==> src/logic/sdcp_pkg.sv <==
// package for the sdram command pin interface
`default_nettype none
package sdcp_pkg;
    // ras, cas, we command codes (active low)
    localparam logic [2:0] SDCP_CMD_NOP  = 3'h7;
    localparam logic [2:0] SDCP_CMD_ACT  = 3'h3;
    localparam logic [2:0] SDCP_CMD_RD   = 3'h5;
    localparam logic [2:0] SDCP_CMD_WR   = 3'h4;
    localparam logic [2:0] SDCP_CMD_PRE  = 3'h2;
    localparam logic [2:0] SDCP_CMD_REF  = 3'h1;
    localparam logic [2:0] SDCP_CMD_MRS  = 3'h0;
    localparam logic [2:0] SDCP_CMD_BST  = 3'h6;
    // request operations
    localparam logic [2:0] SDCP_OP_NOP   = 3'h0;
    localparam logic [2:0] SDCP_OP_ACT   = 3'h1;
    localparam logic [2:0] SDCP_OP_READ  = 3'h2;
    localparam logic [2:0] SDCP_OP_WRITE = 3'h3;
    localparam logic [2:0] SDCP_OP_PRE   = 3'h4;
    localparam logic [2:0] SDCP_OP_REF   = 3'h5;
    localparam logic [2:0] SDCP_OP_MRS   = 3'h6;
    localparam logic [2:0] SDCP_OP_BST   = 3'h7;
    // reset values of the pins
    localparam logic       SDCP_RST_CKE  = 1'h1;
    localparam logic       SDCP_RST_MASK = 1'h0;

    typedef struct packed {
        logic       valid;
        logic [2:0] op;
        logic       a10;
        logic       single_word;
        logic       odd_addr;
    } sdcp_req_type;

    typedef struct packed {
        logic ras_n;
        logic cas_n;
        logic we_n;
        logic high_mask;
        logic low_mask;
        logic select_n;
        logic a10;
        logic cke;
    } sdcp_pins_type;
endpackage
`default_nettype wire

==> src/logic/sdcp_core.sv <==
// sdram command, mask, select and clock enable pin driver
//
// What this block does
// - cas driven low at clock edge for sdram read or write column phase
// - ras driven low at clock edge when a row address is valid
// - write enable low for write, high for read, while cas active
// - other commands encoded on ras, cas, we per sdram truth table
// - high mask only in cas cycles, inactive on reads, high disables dq
// - high mask set on writes for even single word or 32-bit bus
// - low mask only in cas cycles, inactive on reads
// - low mask set on 64-bit writes of a single odd word
// - select asserted on sdram access or command; only bus master drives it
// - every control output has an identical output-only copy
// - address bit 10 driven on its own pin apart from main bus
// - clock enable places sdram into and out of self-refresh or suspend
// - on host bus request, self-refresh entered before pins are released
`timescale 1ns/1ps
`default_nettype none
module sdcp_core
    import sdcp_pkg::*;
(
    input  wire logic               clock_in,
    input  wire logic               rst_in,
    input  wire sdcp_pkg::sdcp_req_type req_in,
    input  wire logic               bus_32bit_in,
    input  wire logic               is_master_in,
    input  wire logic               suspend_in,
    input  wire logic               host_bus_request_in,
    output logic                    req_ready_out,
    output logic                    host_bus_grant_out,
    output logic                    ras_primary_out,
    output logic                    ras_copy_out,
    output logic                    cas_primary_out,
    output logic                    cas_copy_out,
    output logic                    sdram_write_enable_primary_out,
    output logic                    sdram_write_enable_copy_out,
    output logic                    high_word_mask_primary_out,
    output logic                    high_word_mask_copy_out,
    output logic                    low_word_mask_primary_out,
    output logic                    low_word_mask_copy_out,
    output logic                    sdram_select_primary_out,
    output logic                    sdram_select_copy_out,
    output logic                    refresh_addr_bit_primary_out,
    output logic                    refresh_addr_bit_copy_out,
    output logic                    sdram_clock_enable_primary_out,
    output logic                    sdram_clock_enable_copy_out,
    output logic                    pins_oe_out
);
    import sdcp_pkg::*;

    typedef enum logic [2:0] {
        SDCP_RUN     = 3'h1,
        SDCP_SREF    = 3'h2,
        SDCP_GRANTED = 3'h4
    } sdcp_state_type;

    function automatic logic [2:0] sdcp_encode(input logic [2:0] op);
        unique case (op)
            SDCP_OP_ACT:   sdcp_encode = SDCP_CMD_ACT;
            SDCP_OP_READ:  sdcp_encode = SDCP_CMD_RD;
            SDCP_OP_WRITE: sdcp_encode = SDCP_CMD_WR;
            SDCP_OP_PRE:   sdcp_encode = SDCP_CMD_PRE;
            SDCP_OP_REF:   sdcp_encode = SDCP_CMD_REF;
            SDCP_OP_MRS:   sdcp_encode = SDCP_CMD_MRS;
            SDCP_OP_BST:   sdcp_encode = SDCP_CMD_BST;
            default:       sdcp_encode = SDCP_CMD_NOP;
        endcase
    endfunction

    sdcp_state_type state_q;
    sdcp_state_type state_d;
    sdcp_pins_type  pins_q;
    sdcp_pins_type  pins_d;
    logic           oe_q;
    logic           oe_d;
    logic [2:0]     cmd;
    logic           issue;
    logic           is_write;

    always_comb
    begin
        state_d  = state_q;
        pins_d   = pins_q;
        oe_d     = oe_q;
        cmd      = SDCP_CMD_NOP;
        issue    = 1'b0;
        is_write = 1'b0;
        unique case (state_q)
            SDCP_RUN:
            begin
                oe_d  = is_master_in;
                // refused during a host request, so a10 is not disturbed
                issue = req_in.valid && is_master_in &&
                    !host_bus_request_in;
                if (issue)
                begin
                    cmd      = sdcp_encode(req_in.op);
                    is_write = req_in.op == SDCP_OP_WRITE;
                end
                // ras, cas, we from the command table
                pins_d.ras_n = cmd[2];
                pins_d.cas_n = cmd[1];
                pins_d.we_n  = cmd[0];
                // masks only meaningful in write column cycles
                pins_d.high_mask = is_write && (bus_32bit_in ||
                    (req_in.single_word && !req_in.odd_addr));
                pins_d.low_mask  = is_write && !bus_32bit_in &&
                    req_in.single_word && req_in.odd_addr;
                pins_d.select_n = !(issue && req_in.op != SDCP_OP_NOP);
                pins_d.a10 = issue ? req_in.a10 : pins_q.a10;
                pins_d.cke = !suspend_in;
                if (host_bus_request_in && is_master_in)
                begin
                    // self-refresh: refresh command with cke dropped
                    pins_d.ras_n     = SDCP_CMD_REF[2];
                    pins_d.cas_n     = SDCP_CMD_REF[1];
                    pins_d.we_n      = SDCP_CMD_REF[0];
                    pins_d.select_n  = 1'b0;
                    pins_d.high_mask = 1'b0;
                    pins_d.low_mask  = 1'b0;
                    pins_d.cke       = 1'b0;
                    state_d          = SDCP_SREF;
                end
            end
            SDCP_SREF:
            begin
                // deselect with cke low, pins released at this same edge
                pins_d.ras_n    = 1'b1;
                pins_d.cas_n    = 1'b1;
                pins_d.we_n     = 1'b1;
                pins_d.select_n = 1'b1;
                pins_d.cke      = 1'b0;
                oe_d            = 1'b0;
                state_d         = SDCP_GRANTED;
            end
            SDCP_GRANTED:
            begin
                if (!host_bus_request_in)
                begin
                    // exit self-refresh on regaining the bus
                    oe_d       = is_master_in;
                    pins_d.cke = 1'b1;
                    state_d    = SDCP_RUN;
                end
            end
            default:
                state_d = SDCP_RUN;
        endcase
    end

    always_ff @(posedge clock_in)
    begin
        if (rst_in)
        begin
            state_q <= SDCP_RUN;
            oe_q    <= 1'b0;
            pins_q  <= '{ras_n: 1'b1, cas_n: 1'b1, we_n: 1'b1,
                         high_mask: SDCP_RST_MASK, low_mask: SDCP_RST_MASK,
                         select_n: 1'b1, a10: 1'b0, cke: SDCP_RST_CKE};
        end
        else
        begin
            state_q <= state_d;
            oe_q    <= oe_d;
            pins_q  <= pins_d;
        end
    end

    // copies exist only for drive strength
    assign ras_primary_out                = pins_q.ras_n;
    assign ras_copy_out                   = pins_q.ras_n;
    assign cas_primary_out                = pins_q.cas_n;
    assign cas_copy_out                   = pins_q.cas_n;
    assign sdram_write_enable_primary_out = pins_q.we_n;
    assign sdram_write_enable_copy_out    = pins_q.we_n;
    assign high_word_mask_primary_out     = pins_q.high_mask;
    assign high_word_mask_copy_out        = pins_q.high_mask;
    assign low_word_mask_primary_out      = pins_q.low_mask;
    assign low_word_mask_copy_out         = pins_q.low_mask;
    assign sdram_select_primary_out       = pins_q.select_n;
    assign sdram_select_copy_out          = pins_q.select_n;
    assign refresh_addr_bit_primary_out   = pins_q.a10;
    assign refresh_addr_bit_copy_out      = pins_q.a10;
    assign sdram_clock_enable_primary_out = pins_q.cke;
    assign sdram_clock_enable_copy_out    = pins_q.cke;
    assign pins_oe_out                    = oe_q;
    assign host_bus_grant_out             = state_q == SDCP_GRANTED;
    assign req_ready_out = state_q == SDCP_RUN && !host_bus_request_in;

    // a request that the pins show at the next edge
    logic taken;
    assign taken = req_in.valid && is_master_in && req_ready_out;
endmodule
`default_nettype wire

==> config.mk <==
export PLATFORM = sky130hd
export DESIGN_NAME = sdcp_core
export DESIGN_NICKNAME = d
export VERILOG_FILES = /design/src/logic/sdcp_pkg.sv /design/src/logic/sdcp_core.sv
export SDC_FILE = /design/constraint.sdc
export NUM_CORES = 1
export LEC_CHECK = 0
export ABC_AREA = 1
export BUFFER_PORTS_ARGS = -buffer_cell sky130_fd_sc_hd__buf_2
export CORE_MARGIN = 2
export CORE_UTILIZATION = 42
export CTS_CLUSTER_DIAMETER = 150
export DETAILED_ROUTE_END_ITERATION = 8
export HOLD_SLACK_MARGIN = 0.15
export PLACE_DENSITY_LB_ADDON = 0.1
export SLEW_MARGIN = 20
export SYNTH_ARGS = -nofsm -noshare
export SYNTH_HDL_FRONTEND = slang
export SYNTH_SLANG_ARGS = --single-unit
==> constraint.sdc <==
create_clock -name clock_in -period 1.98 [get_ports clock_in]
set_clock_uncertainty 0.05 [all_clocks]
set_input_delay 0.198 -clock clock_in [delete_from_list [all_inputs] [get_ports clock_in]]
set_output_delay 0.198 -clock clock_in [all_outputs]
set_load 0.01 [all_outputs]
After elaboration in Yosys (flattened, before gate mapping)
Index checks and enable logic that the tools add are counted.
- word-level logic and storage cells: 59
- register bits after elaboration: 12
- input bits: 13
- reduce and logical (&&, ||, !) cells: 22
- equal/unequal tests: 12
- muxes and demuxes: 15
- operator list (cell ; number):
    case mux 3 bit (7 select lines) ; 1
    equality test 3 bit (second input constant) ; 5
    logical AND 1 bit ; 10
    equality test 3 x 2 -> 1 bit (second input constant) ; 3
    2-to-1 mux 3 bit ; 3
    case mux 3 bit (3 select lines) ; 1
    equality test 3 x 1 -> 1 bit (second input constant) ; 2
    2-to-1 mux 6 bit ; 1
    case mux 1 bit (3 select lines) ; 2
    case mux 3 bit (2 select lines) ; 1
    AND reduction 2 bit ; 3
    nonzero test 3 bit ; 2
    zero test 1 bit ; 5
    2-to-1 mux 1 bit ; 5
    inequality test 2 bit (second input constant) ; 2
    case mux 1 bit (2 select lines) ; 1
    nonzero test 2 bit ; 1
    logical OR 1 bit ; 1

Longest topological paths before layout
- word-level depth: 9
- depth in mapped cells: 8
- gate-level depth less buffers: 8

Least setup slack after synthesis
No wires, ideal clock.
- path type: register -> register
- from: register state_q[1]
- to: register oe_q (netlist: pins_oe_out)
- buffers on the path: 0
- stages on the path, launching flop included: 9
- period minus slack after synthesis: 1.044 ns
- slack: 0.936 ns
- arrival: 0.880 ns
- library setup time: 0.114 ns
- path through: dfxtp_1 > nor2_1 > nand2_2 > inv_2 > nand2_4 > nand2_2 > nand2_1 > nand2_1 > nor2_2
- longest elaborated chain between the ends: 3
- RTL lines (element ; line ; text):
    start, declared ; sdcp_core.sv:70 ; sdcp_state_type state_q;
    start signal, assigned ; sdcp_core.sv:163 ; state_q <= state_d;
    equality test 3 bit (*) ; - ;
    net host_bus_grant_out ; sdcp_core.sv:30 ; output logic host_bus_grant_out,
    inequality test 2 bit (no source line) / nonzero test 3 bit (equally long branches) ; - ;
    AND reduction 2 bit (no source line) ; - ;
    end signal, assigned ; sdcp_core.sv:156 ; oe_q <= 1'b0;
    end signal, assigned ; sdcp_core.sv:164 ; oe_q <= oe_d;
    end, declared ; sdcp_core.sv:74 ; logic oe_q;
The timed path passes the listed nets; every way through them passes the cells marked *.
A chain may end at the register's enable or synchronous reset.

Final worst setup path
- from: register state_q[2]
- to: output port req_ready_out
- longest elaborated chain between the ends: 2
- RTL lines (element ; line ; text):
    equality test 3 x 1 -> 1 bit ; sdcp_core.sv:188 ; assign req_ready_out = state_q == SDCP_RUN && !host_bus_request_in;
    logical AND 1 bit ; sdcp_core.sv:188 ;
    end, declared ; sdcp_core.sv:29 ; output logic req_ready_out,
No other way between the ends.

==> flow_summary.json <==
{
  "drive_gt1_share_pct": 44.00,
  "clock-sinks": 12,
  "hold_buffers": 1,
  "firstDrtPassIters": 4,
  "final.fill_count": 164,
  "synth_mux_area_share_pct": 0,
  "synth_top_family_by_area": "simple AND/OR/NAND/NOR gates",
  "synth_compound_area_share_pct": 10.88,
  "relSlewSlack_pct": 86.28,
  "start_util_pct": 46.27,
  "viasPerCell": 4.759,
  "wl_met3_um": 82,
  "maxCapViolCount": 0,
  "hold_depth": 4,
  "power_mw": 0.5726,
  "finalSetupTns_ns": 0,
  "post-place-ws_ns": 0.8558,
  "top_layer": "met4",
  "drt_iter0_markers": 9,
  "rr_endpoint": "state_q[0]$_SDFFE_PP1P_",
  "grt_pass1_vias": 602,
  "rows": 14,
  "start_kind": "flip-flop",
  "die_h_um": 45.21,
  "cts_buffers": 3,
  "cts_buffer_depth": 2,
  "grt_max_degree": 10,
  "cts_tree": "done",
  "cp-end-kind": "output port",
  "routedWlPerCell_um": 10.16,
  "post_cts_buffers": 0,
  "period_share_pct": 67.33,
  "holdPathEnd": "low_word_mask_copy_out$_SDFFE_PP0N_",
  "fin_crit_ns": 1.333,
  "p_seq_share_pct": 47.4,
  "antenna_found_initial": 0,
  "drcViolationCount": 0,
  "yosysSeqAreaShare_pct": 33.68,
  "wl_met1_um": 639,
  "status": "finished clean",
  "max_freq_mhz": 750.1,
  "pwr-share-comb_pct": 26.6,
  "worstPathArrival_ns": 1.09,
  "synth_fa_ha_area_share_pct": 0,
  "synthesis.yosys.warnings": 0,
  "required_ns": 1.73,
  "ant_nets": 0,
  "syn_inst": 98,
  "leakage_nw": 0.4533,
  "setup_viol": 0,
  "finalMaxSlewViolations": 0,
  "reg2reg_slack_ns": 0.85,
  "cts.clk_slew.worst_paths_ns": 0.07,
  "avgSynthCellArea_um2": 7.277,
  "p_per_area_mw_per_mm2": 665.2,
  "place.port_buffers": 31,
  "ys_ff_latch": 12,
  "cts_htree_levels": 1,
  "area_growth_pct": 20.70,
  "timing.final.hold_violations": 0,
  "final_util_pct": 55.84,
  "num_antenna_cells": 0,
  "synth.distinct_cells": 19,
  "synthSimpleGateAreaFrac_pct": 40.70,
  "peakVddDrop_uv": 323.3,
  "seq_area_um2": 240.2,
  "root_buffer": "clkbuf_4",
  "finish.instance_area_um2": 860.8,
  "worst-slew-pin-transition_ns": 0.2036,
  "worstRegToRegCells": 5,
  "clk-insertion-delay-late_ns": 0.26,
  "clkPwrFrac_pct": 26.1,
  "worstSetupPathType": "flip-flop to output port",
  "grt_setup_unrepaired": "no",
  "layout.nets": 140,
  "synth_xor_xnor_area_share_pct": 0,
  "grt_pass1_wl_mm": 2.346,
  "gr-total-overflow": 0,
  "num_io_pins": 32,
  "cts_resized": 0,
  "fin_ws_ns": 0.6469,
  "swShare_pct": 32.04,
  "dp_cells": 137,
  "synthesis.area_um2": 713.2,
  "fp.dieW_um": 45.21,
  "grt_usage_pct": 15.43,
  "via_count": 671,
  "multi_input_area_um2": 367.9,
  "dp_hpwl_mm": 1.188,
  "dpl-instance-area_um2": 828.3,
  "hold_slack_ns": 0.1574,
  "instances_no_fill": 141,
  "syn-num-nets": 111,
  "p_int_mw": 0.3891,
  "place_congestion": 0.7654,
  "rr_startpoint": "state_q[2]$_SDFFE_PP0P_",
  "netSwitchingPower_mw": 0.1835,
  "die_area_mm2": 0.002043,
  "hold_path.class": "input pin to flip-flop",
  "path_max_fanout": 9,
  "holdCritStartpoint": "bus_32bit_in",
  "coreArea_mm2": 0.001541,
  "wl_met2_um": 701,
  "wl_mm": 1.433
}
## registers in the layout, indices dropped and copies added, names as in the netlist
register	count
cas_copy_out	1
high_word_mask_copy_out	1
low_word_mask_copy_out	1
pins_oe_out	1
ras_copy_out	1
refresh_addr_bit_copy_out	1
sdram_clock_enable_copy_out	1
sdram_select_copy_out	1
sdram_write_enable_copy_out	1
state_q	3
## area by class of cell
cell class / count / area share [%]
Clock buffer: 3 / 2.616
Inverter: 12 / 5.233
Multi-Input combinational cell: 66 / 42.73
Sequential cell: 12 / 27.91
Tap cell: 16 / 2.326
Timing Repair Buffer: 32 / 19.19
## cells in the final DEF (no fill, tap or decap)
cell type and n:
a21oi_1 4, a21oi_2 2, and2_1 1, buf_2 31, clkbuf_4 3, dfxtp_1 12
dlygate4sd3_1 1, inv_1 8, inv_2 4, nand2_1 22, nand2_2 4, nand2_4 2
nand3_1 8, nand3_2 3, nand3b_2 1, nor2_1 7, nor2_2 2, nor2_4 3
o21ai_0 5, o21bai_1 1, o31ai_1 1
## power by group through the flow
| stage | sequential, mW | clock [mW] | combinational [mW] |
|---|---|---|---|
| after floorplan | 0.284 | 0 | 0.0992 |
| after global placement | 0.276 | 0 | 0.150 |
| after detailed placement | 0.278 | 0 | 0.153 |
| after CTS | 0.272 | 0.149 | 0.155 |
| after global routing | 0.273 | 0.158 | 0.171 |
| final | 0.271 | 0.149 | 0.152 |
## per-layer routing
metal | up-vias | track usage (%)
met5 | - | 0
met3 | 2 | 2.400
met4 | 0 | 5.294
met1 | 293 | 19.90
li1 | 355 | -
met2 | 21 | 26.00
## synth_stat cells (all sizes together)
| master | n | area [µm²] |
|---|---|---|
| nand2 | 28 | 130.1 |
| dfxtp | 12 | 240.2 |
| inv | 12 | 45.04 |
| nor2 | 12 | 72.57 |
| nand3 | 11 | 70.07 |
| buf | 8 | 60.06 |
| a21oi | 6 | 37.54 |
| o21ai | 5 | 25.02 |
| and2 | 1 | 6.260 |
| nand3b | 1 | 11.26 |
| o21bai | 1 | 7.510 |
| o31ai | 1 | 7.510 |
## worst max path at each step
stage / from / to / slack (ns) / depth (start not counted)
2_1_floorplan: state_q[1]$_SDFFE_PP0P_ / pins_oe_out$_SDFFE_PP0P_ / 0.94 / 8
4_1_cts: state_q[2]$_SDFFE_PP0P_ / req_ready_out / 0.63 / 4
3_5_place_dp: state_q[2]$_SDFFE_PP0P_ / state_q[0]$_SDFFE_PP1P_ / 0.86 / 5
6_report: state_q[2]$_SDFFE_PP0P_ / req_ready_out / 0.65 / 4
3_3_place_gp: state_q[2]$_SDFFE_PP0P_ / state_q[0]$_SDFFE_PP1P_ / 0.86 / 6
5_1_grt: state_q[2]$_SDFFE_PP0P_ / req_ready_out / 0.56 / 4
## cell families after synthesis
logic type,count (synthesis)
flops,12
compound gates,13
simple gates,53
buf+inv,20
## worst max-delay path, stage by stage, from the launching register on
cell and delay, ns:
dfxtp_1 0.33, nor2_2 0.15, nand2_4 0.11, nor2_1 0.09, buf_2 0.13
Power figures use the tool's default switching activity.
